<file path="src/ats_pkg.sv">
package ats_pkg;
  // register byte offsets
  localparam logic [7:0] ATS_CTRL = 8'h00;
  localparam logic [7:0] ATS_CMDR = 8'h04;
  localparam logic [7:0] ATS_STAT = 8'h08;
  localparam logic [7:0] ATS_WIN0 = 8'h10;
  // control fields
  localparam int ATS_C_MODE = 0;
  localparam int ATS_C_TWO = 2;
  localparam int ATS_C_ENC = 3;
  localparam int ATS_C_NTAR = 4;
  // window word a: enable, day type, start, end minute
  localparam int ATS_A_EN = 0;
  localparam int ATS_A_DT = 1;
  localparam int ATS_A_ST = 5;
  localparam int ATS_A_ET = 16;
  // window word b: start month/day, end month/day
  localparam int ATS_B_SM = 0;
  localparam int ATS_B_SD = 4;
  localparam int ATS_B_EM = 9;
  localparam int ATS_B_ED = 13;
  // day types; codes 3..9 are monday..sunday
  localparam logic [3:0] ATS_DT_EVERY = 4'h0;
  localparam logic [3:0] ATS_DT_WKDAY = 4'h1;
  localparam logic [3:0] ATS_DT_WKEND = 4'h2;
  localparam logic [3:0] ATS_DT_MON = 4'h3;
  localparam logic [3:0] ATS_DT_SUN = 4'h9;
  localparam logic [10:0] ATS_LAST_MIN = 11'h59f;
  localparam logic [3:0] ATS_LAST_MON = 4'hc;
  // reset values
  localparam logic [2:0] ATS_NTAR_RST = 3'h2;
  localparam logic [2:0] ATS_TAR_NONE = 3'h0;
  typedef enum logic [1:0] {
    ATS_M_CMD = 2'b00,
    ATS_M_INP = 2'b01,
    ATS_M_TOD = 2'b10
  } ats_mode_t;
endpackage

</file>
<file path="src/ats_top.sv">
// Our own choices: the Wishbone interface to the registers and the register offsets.
`timescale 1ns/10ps
// How it works
// three-state encoding: inputs 00 mean none
// first input high tariff one, second two
// command mode: tariff only from bus commands
// input mode follows selector levels continuously
// schedule mode matches day, time, date
// weekday comes in, never computed from date
// minute times inclusive through second 59
// day types; only everyday crosses midnight
// months one to twelve only
// end day one to thirty-one
// four independent schedule windows
// checker flags conflicting or overlapping windows
// input mode needs input one free
// tariff code binary, active input is one
// tariff count limited by free inputs
// setting: one or two selector inputs
// input two msb, input one lsb
// alternative encoding: code zero is tariff one
// reject window with start equal end
// same month needs start day before end
// no schedule match means no tariff
// date range may wrap across new year
module ats_top
  import ats_pkg::*;
#(
  parameter int NWIN = 4
)(
  input wire logic clk_i,
  input wire logic rst_i,
  input wire logic wb_cyc_i,
  input wire logic wb_stb_i,
  input wire logic wb_we_i,
  input wire logic [7:0] wb_adr_i,
  input wire logic [3:0] wb_sel_i,
  input wire logic [31:0] wb_dat_i,
  output logic [31:0] wb_dat_o,
  output logic wb_ack_o,
  input wire logic [1:0] sel_in_i,
  input wire logic free1_i,
  input wire logic free2_i,
  input wire logic [10:0] minute_i,
  input wire logic [2:0] weekday_i,
  input wire logic [3:0] month_i,
  input wire logic [4:0] day_i,
  output logic [2:0] tariff_o,
  output logic conflict_o,
  output logic refused_o
);

  typedef struct packed {
    ats_mode_t mode;
    logic two;
    logic enc;
    logic [2:0] ntar;
    logic [2:0] cmd;
    logic [NWIN-1:0][26:0] wa;
    logic [NWIN-1:0][17:0] wb;
    logic [2:0] tar;
    logic conf;
    logic refused;
    logic ack;
    logic [31:0] dat;
  } ats_st_t;

  ats_st_t st_q, st_d;
  logic [NWIN-1:0] en, bad, ok, hit, same_t;
  logic [NWIN-1:0][6:0] dmask;
  logic [NWIN-1:0][10:0] ts, te, ds, de;
  logic [10:0] cur_date;
  logic overlap;

  // circular range test; covers wrap past midnight or new year
  function automatic logic inr(input logic [10:0] x, s, e);
    inr = (s <= e) ? (x >= s && x <= e) : (x >= s || x <= e);
  endfunction

  // day type to weekday set, bit 0 monday
  function automatic logic [6:0] dmap(input logic [3:0] dt);
    if (dt == ATS_DT_EVERY)
      dmap = 7'h7f;
    else if (dt == ATS_DT_WKDAY)
      dmap = 7'h1f;
    else if (dt == ATS_DT_WKEND)
      dmap = 7'h60;
    else if (dt >= ATS_DT_MON && dt <= ATS_DT_SUN)
      dmap = 7'h01 << (dt - ATS_DT_MON);
    else
      dmap = 7'h00;
  endfunction

  assign cur_date = {2'b00, month_i, day_i};

  // per-window decode, check and match
  for (genvar k = 0; k < NWIN; k++)
  begin : g_win
    logic [3:0] dt, sm, em;
    logic [4:0] sd, ed;
    logic [7:0] dm8;
    assign dt = st_q.wa[k][ATS_A_DT +: 4];
    assign ts[k] = st_q.wa[k][ATS_A_ST +: 11];
    assign te[k] = st_q.wa[k][ATS_A_ET +: 11];
    assign sm = st_q.wb[k][ATS_B_SM +: 4];
    assign sd = st_q.wb[k][ATS_B_SD +: 5];
    assign em = st_q.wb[k][ATS_B_EM +: 4];
    assign ed = st_q.wb[k][ATS_B_ED +: 5];
    assign ds[k] = {2'b00, sm, sd};
    assign de[k] = {2'b00, em, ed};
    assign en[k] = st_q.wa[k][ATS_A_EN];
    assign dmask[k] = dmap(dt);
    assign bad[k] = (ts[k] == te[k])
      | (ts[k] > te[k] && dt != ATS_DT_EVERY)
      | (sm == em && sd >= ed)
      | (sm == 4'h0) | (sm > ATS_LAST_MON)
      | (em == 4'h0) | (em > ATS_LAST_MON)
      | (sd == 5'h00) | (ed == 5'h00)
      | (dmask[k] == 7'h00)
      | (ts[k] > ATS_LAST_MIN) | (te[k] > ATS_LAST_MIN);
    assign ok[k] = en[k] & ~bad[k];
    assign same_t[k] = en[k] & (ts[k] == te[k]);
    // weekday code 7 lands on the padding bit and matches nothing
    assign dm8 = {1'b0, dmask[k]};
    // inclusive minute compare holds all 60 s of the end minute
    assign hit[k] = ok[k] & dm8[weekday_i]
      & inr(cur_date, ds[k], de[k])
      & inr(minute_i, ts[k], te[k]);
  end

  // pairwise overlap: two circular ranges meet if a start lies in other
  always_comb
  begin
    overlap = 1'b0;
    for (int i = 0; i < NWIN; i++)
      for (int j = i + 1; j < NWIN; j++)
        if (ok[i] && ok[j] && (dmask[i] & dmask[j]) != 7'h00
            && (inr(ds[i], ds[j], de[j]) || inr(ds[j], ds[i], de[i]))
            && (inr(ts[i], ts[j], te[j]) || inr(ts[j], ts[i], te[i])))
          overlap = 1'b1;
  end

  // next state: bus slave, configuration, tariff selection
  always_comb
  begin
    logic req, wr;
    logic [1:0] code;
    logic [2:0] t, nmax;
    logic [4:0] idx;
    logic [31:0] rd;
    logic win;
    st_d = st_q;
    req = wb_cyc_i & wb_stb_i & ~st_q.ack;
    wr = req & wb_we_i & (wb_sel_i == 4'hf);
    idx = wb_adr_i[7:3] - ATS_WIN0[7:3];
    // window words sit in eight-byte steps from the first window
    win = wb_adr_i[1:0] == 2'b00 && wb_adr_i >= ATS_WIN0
          && int'(idx) < NWIN;
    rd = 32'h0000_0000;
    t = ATS_TAR_NONE;
    code = 2'b00;
    nmax = 3'h0;
    st_d.ack = req;
    // register writes; partial-word writes are ignored
    if (wr && wb_adr_i == ATS_CTRL)
    begin
      if (wb_dat_i[ATS_C_MODE +: 2] == 2'b11
          || (wb_dat_i[ATS_C_MODE +: 2] == ATS_M_INP && !free1_i))
        st_d.refused = 1'b1;
      else
      begin
        st_d.refused = 1'b0;
        st_d.mode = ats_mode_t'(wb_dat_i[ATS_C_MODE +: 2]);
      end
      st_d.two = wb_dat_i[ATS_C_TWO] & free2_i;
      st_d.enc = wb_dat_i[ATS_C_ENC];
      nmax = st_d.two ? 3'h4 : 3'h2;
      st_d.ntar = (wb_dat_i[ATS_C_NTAR +: 3] > nmax) ? nmax
                : wb_dat_i[ATS_C_NTAR +: 3];
    end
    if (wr && wb_adr_i == ATS_CMDR && wb_dat_i[2:0] <= 3'h4)
      st_d.cmd = wb_dat_i[2:0];
    if (wr && win)
    begin
      if (wb_adr_i[2])
        st_d.wb[idx[1:0]] = wb_dat_i[17:0];
      else
        st_d.wa[idx[1:0]] = wb_dat_i[26:0];
    end
    // read mux; unmapped addresses read zero
    if (wb_adr_i == ATS_CTRL)
      rd = {25'h0, st_q.ntar, st_q.enc, st_q.two, st_q.mode};
    else if (wb_adr_i == ATS_CMDR)
      rd = {29'h0, st_q.cmd};
    else if (wb_adr_i == ATS_STAT)
      rd = {25'h0, free2_i, free1_i, st_q.refused, st_q.conf,
            st_q.tar};
    else if (win)
      rd = wb_adr_i[2] ? {14'h0, st_q.wb[idx[1:0]]}
                       : {5'h0, st_q.wa[idx[1:0]]};
    if (req && !wb_we_i)
      st_d.dat = rd;
    // tariff selection by mode
    unique case (st_q.mode)
      ATS_M_CMD:
        t = st_q.cmd;
      ATS_M_INP:
      begin
        // input two only counts when set up and still free
        code = {st_q.two & free2_i & sel_in_i[1], sel_in_i[0]};
        t = st_q.enc ? {1'b0, code} + 3'h1
                     : {1'b0, code};
        if (t > st_q.ntar)
          t = ATS_TAR_NONE;
        if (!free1_i)
          t = ATS_TAR_NONE;
      end
      ATS_M_TOD:
      begin
        t = ATS_TAR_NONE;
        for (int k = NWIN - 1; k >= 0; k--)
          if (hit[k])
            t = 3'(k + 1); // lowest window wins if checker ignored
      end
      default:
        t = ATS_TAR_NONE;
    endcase
    st_d.tar = t;
    st_d.conf = |(en & bad) | overlap;
  end

  // state register
  always_ff @(posedge clk_i)
  begin
    if (rst_i)
    begin
      st_q <= '0;
      st_q.mode <= ATS_M_CMD;
      st_q.ntar <= ATS_NTAR_RST;
    end
    else
      st_q <= st_d;
  end

  assign wb_dat_o = st_q.dat;
  assign wb_ack_o = st_q.ack;
  assign tariff_o = st_q.tar;
  assign conflict_o = st_q.conf;
  assign refused_o = st_q.refused;
endmodule // ats_top

</file>
<file path="config.mk">
export PLATFORM = sky130hd
export DESIGN_NAME = ats_top
export DESIGN_NICKNAME = d
export VERILOG_FILES = /design/src/ats_pkg.sv /design/src/ats_top.sv
export SDC_FILE = /design/constraint.sdc
export NUM_CORES = 1
export LEC_CHECK = 0
export BUFFER_PORTS_ARGS = -buffer_cell sky130_fd_sc_hd__buf_4
export CORE_AREA = 10 10 228 230
export CTS_BUF_LIST = sky130_fd_sc_hd__clkbuf_8
export DETAILED_ROUTE_END_ITERATION = 8
export DIE_AREA = 0 0 238 240
export PLACE_DENSITY_LB_ADDON = 0.1
export SKIP_CTS_REPAIR_TIMING = 1
export SLEW_MARGIN = 20
export SYNTH_ARGS = -nofsm -noshare
export SYNTH_HDL_FRONTEND = slang
export SYNTH_SLANG_ARGS = --single-unit
export TNS_END_PERCENT = 20
</file>
<file path="constraint.sdc">
create_clock -name clk_i -period 6.81 [get_ports clk_i]
set_clock_uncertainty 0.2 [all_clocks]
set_input_delay 0.681 -clock clk_i [delete_from_list [all_inputs] [get_ports clk_i]]
set_output_delay 0.681 -clock clk_i [all_outputs]
set_load 0.05 [all_outputs]
</file>
==> metrics.txt <==
RePlAce Congestion=1.01; Filler Cell Count=4448; largest net degree at the start of global routing=144; setup TNS=0 ps; Boundary Pins=114; Synth Warn #=0; vias in the first global route=25300; final hold vios=0; H-tree depth=2; final worst path period need=4500 ps; first-pass GRT wire length=157 mm; Max IR drop VDD=0.166 mV; most frequent cells in the layout=ha_1, nand2_1, a21oi_1; Critical Path Source=st_q[177]$_SDFFE_PP0P_; Clock Latency Late Sink=570 ps; pwr dens=101 nW/um^2; vias per std cell=6.76; Remaining DRCs=0; # placed instances=3859; Post-Route WL=107 mm; register area share after synthesis=0.173; slack of the critical path=2310 ps; Worst Hold Class=input port to flip-flop; outcome=finished, final reports clean; Compound-Gate Fraction of Synth Area=0.217; area of the multi-input gates=19700 um^2; Slew Limit Fails=0; Max Fclk=222 MHz; row count=80; Synth Register Bits=223; kind of critical path=flip-flop to flip-flop; routed vias=26500; layout cells sized above 1=0.0838; Worst Setup Start Kind=flip-flop; clock slew at reported path FFs=80 ps; ys async rst share=0; root buf cell=clkbuf_8; largest family of logic cells by synthesized area=adder cells; Sink Count=223; final cell count without fillers=3919; Rel. slew slack=0.205; initial core utilization=0.544; Final period util=0.661; Setup crit end kind=flip-flop; Nets=3974; Reg-to-Reg Start=st_q[177]$_SDFFE_PP0P_; unrepaired setup endpoints after global routing=false; CTS max path bufs=3; Primary FF master, synth=dfxtp_1; WL per Instance=27.3 um; pre-CTS WS=2220 ps; number of flops mapped to enable cells by yosys=0; antenna violations before repair=0; Post-Synth Simple-Gate Area=0.196; Cells after Synth=3247; DRT Pass-1 Iters=5; area growth from synthesis to layout=7.03%; Pwr Total=2.78 mW; Detailed Route Iter0 Violations=2519; width of the die=238 um; Synth Area per Inst=7.93 um^2; maxcap violations=0; GRT Total Usage=0.362; design area=27600 um^2; post-synthesis mux area share=0.0496; Arr. time, crit path=4780 ps; Post-Synth Adder-Cell Area=0.302; core area=47300 um^2; TritonCTS Buffers=37; worst endpoint required time=7090 ps; Final setup viols=0; total gr overflow=0; XOR/XNOR Fraction of Synth Area=0.00204; Yosys cell types=84; commonest non-fill, non-tap cell in the layout=ha_1; DP Wirelength=79.3 mm; hold_sp=wb_dat_i[19]; Synth Cell Area=25700 um^2; Routed Antenna Nets=0; n_diodes=0; Placed Area=26900 um^2; Reg area=4460 um^2; CP max FO=10; Die Ht=240 um; CTS tree=built; Least-Margin Pin Slew=1190 ps; Die ar.=57100 um^2; IO buf count=103; Leakage Power=11.8 nW
==> critical path, stage by stage (launching register included) <==
cell	delay, ps
dfxtp_1	810
ha_1	280
nand4_1	150
nor3_1	640
a21oi_1	120
buf_4	230
a2111oi_1	440
and2_1	250
o211ai_1	120
a311oi_1	740
nor2_1	210
a41o_1	230
==> Yosys cell counts, drive strengths merged (6+ instances only) <==
| cell type | n | area share |
|---|---|---|
| clkbuf | 79 | 0.012 |
| o22ai | 8 | 0.0019 |
| a31oi | 25 | 0.0061 |
| nand3 | 87 | 0.017 |
| o21ai | 161 | 0.031 |
| a2111oi | 8 | 0.0028 |
| a21o | 63 | 0.018 |
| mux4 | 49 | 0.043 |
| o32ai | 11 | 0.0037 |
| a211oi | 44 | 0.013 |
| mux2i | 14 | 0.0054 |
| nand3b | 9 | 0.0026 |
| dfxtp | 223 | 0.17 |
| nor3b | 10 | 0.0038 |
| nor2 | 164 | 0.024 |
| o211ai | 34 | 0.0099 |
| or4 | 16 | 0.0047 |
| nand2 | 466 | 0.068 |
| inv | 207 | 0.030 |
| a22oi | 25 | 0.0073 |
| o31ai | 7 | 0.0020 |
| or2 | 12 | 0.0029 |
| buf | 74 | 0.019 |
| ha | 615 | 0.30 |
| a221o | 6 | 0.0023 |
| nor3 | 50 | 0.0097 |
| a221oi | 13 | 0.0044 |
| o21a | 34 | 0.0099 |
| and4 | 8 | 0.0027 |
| maj3 | 7 | 0.0027 |
| o2111ai | 13 | 0.0044 |
| nand4 | 87 | 0.021 |
| o21bai | 12 | 0.0035 |
| a211o | 10 | 0.0034 |
| and3 | 22 | 0.0053 |
| nand2b | 28 | 0.0068 |
| nor2b | 56 | 0.014 |
| and2 | 17 | 0.0041 |
| a21oi | 377 | 0.073 |
| nor4 | 15 | 0.0041 |
==> area by class of cell <==
cell class / instances / share of cell area
Timing Repair Buffer: 146 / 0.0406
Tap cell: 615 / 0.0279
Clock buffer: 44 / 0.0220
Sequential cell: 223 / 0.162
Clock inverter: 16 / 0.00268
Inverter: 208 / 0.0283
Multi-Input combinational cell: 2667 / 0.716
==> stage by stage <==
stage | hold slack, ps | util
5_1_grt | 198 | 0.582
2_1_floorplan | 232 | -
4_1_cts | 188 | 0.582
6_report | 215 | 0.582
3_5_place_dp | 250 | 0.568
3_3_place_gp | 248 | 0.567
==> flip-flops by register name (all words and copies together) (netlist names) <==
| register | cells |
|---|---|
| de | 36 |
| g_win.dt | 16 |
| wb_ack_o | 1 |
| st_q | 98 |
| refused_o | 1 |
| ds | 36 |
| wb_dat_o | 27 |
| tariff_o | 3 |
| en | 4 |
| conflict_o | 1 |
==> report_power, final <==
part | internal [mW] | switching [mW] | leakage [nW]
registers | 1.31 | 0.000724 | 1.80
logic | 0.109 | 0.202 | 9.61
clock network | 0.584 | 0.575 | 0.390
==> kinds of logic (layout without fill, tap and decap cells) <==
| kind of cell | after synthesis | after routing |
|---|---|---|
| XOR/XNOR | 6 | 6 |
| adder cells (fa/ha/maj) | 622 | 622 |
| AO/OA/AOI/OAI | 905 | 905 |
| multiplexers | 66 | 66 |
| AND/OR/NAND/NOR | 1063 | 1063 |
| flip-flops | 223 | 223 |
| buffers and inverters | 361 | 414 |
| other | 1 | 5 |
==> layer usage <==
| layer | part of all wire | GRT usage | vias to the layer above |
|---|---|---|---|
| met5 | 0 | 0 | - |
| met4 | 0.092 | 0.292 | 0 |
| met3 | 0.087 | 0.0599 | 478 |
| met2 | 0.44 | 0.576 | 1445 |
| met1 | 0.38 | 0.427 | 12500 |
| li1 | - | - | 12100 |
==> path summary, 6_finish.rpt <==
kind,end,slack [ps],cells after the start
max reg2reg,tariff_o[2]$_SDFF_PP0_,2310,11
min reg2reg,wb_dat_o[5]$_SDFFE_PP0P_,260,2
max,tariff_o[2]$_SDFF_PP0_,2310,11
min,st_q[183]$_SDFFE_PP0P_,210,3
No activity file was read; power rests on OpenSTA's default activity.
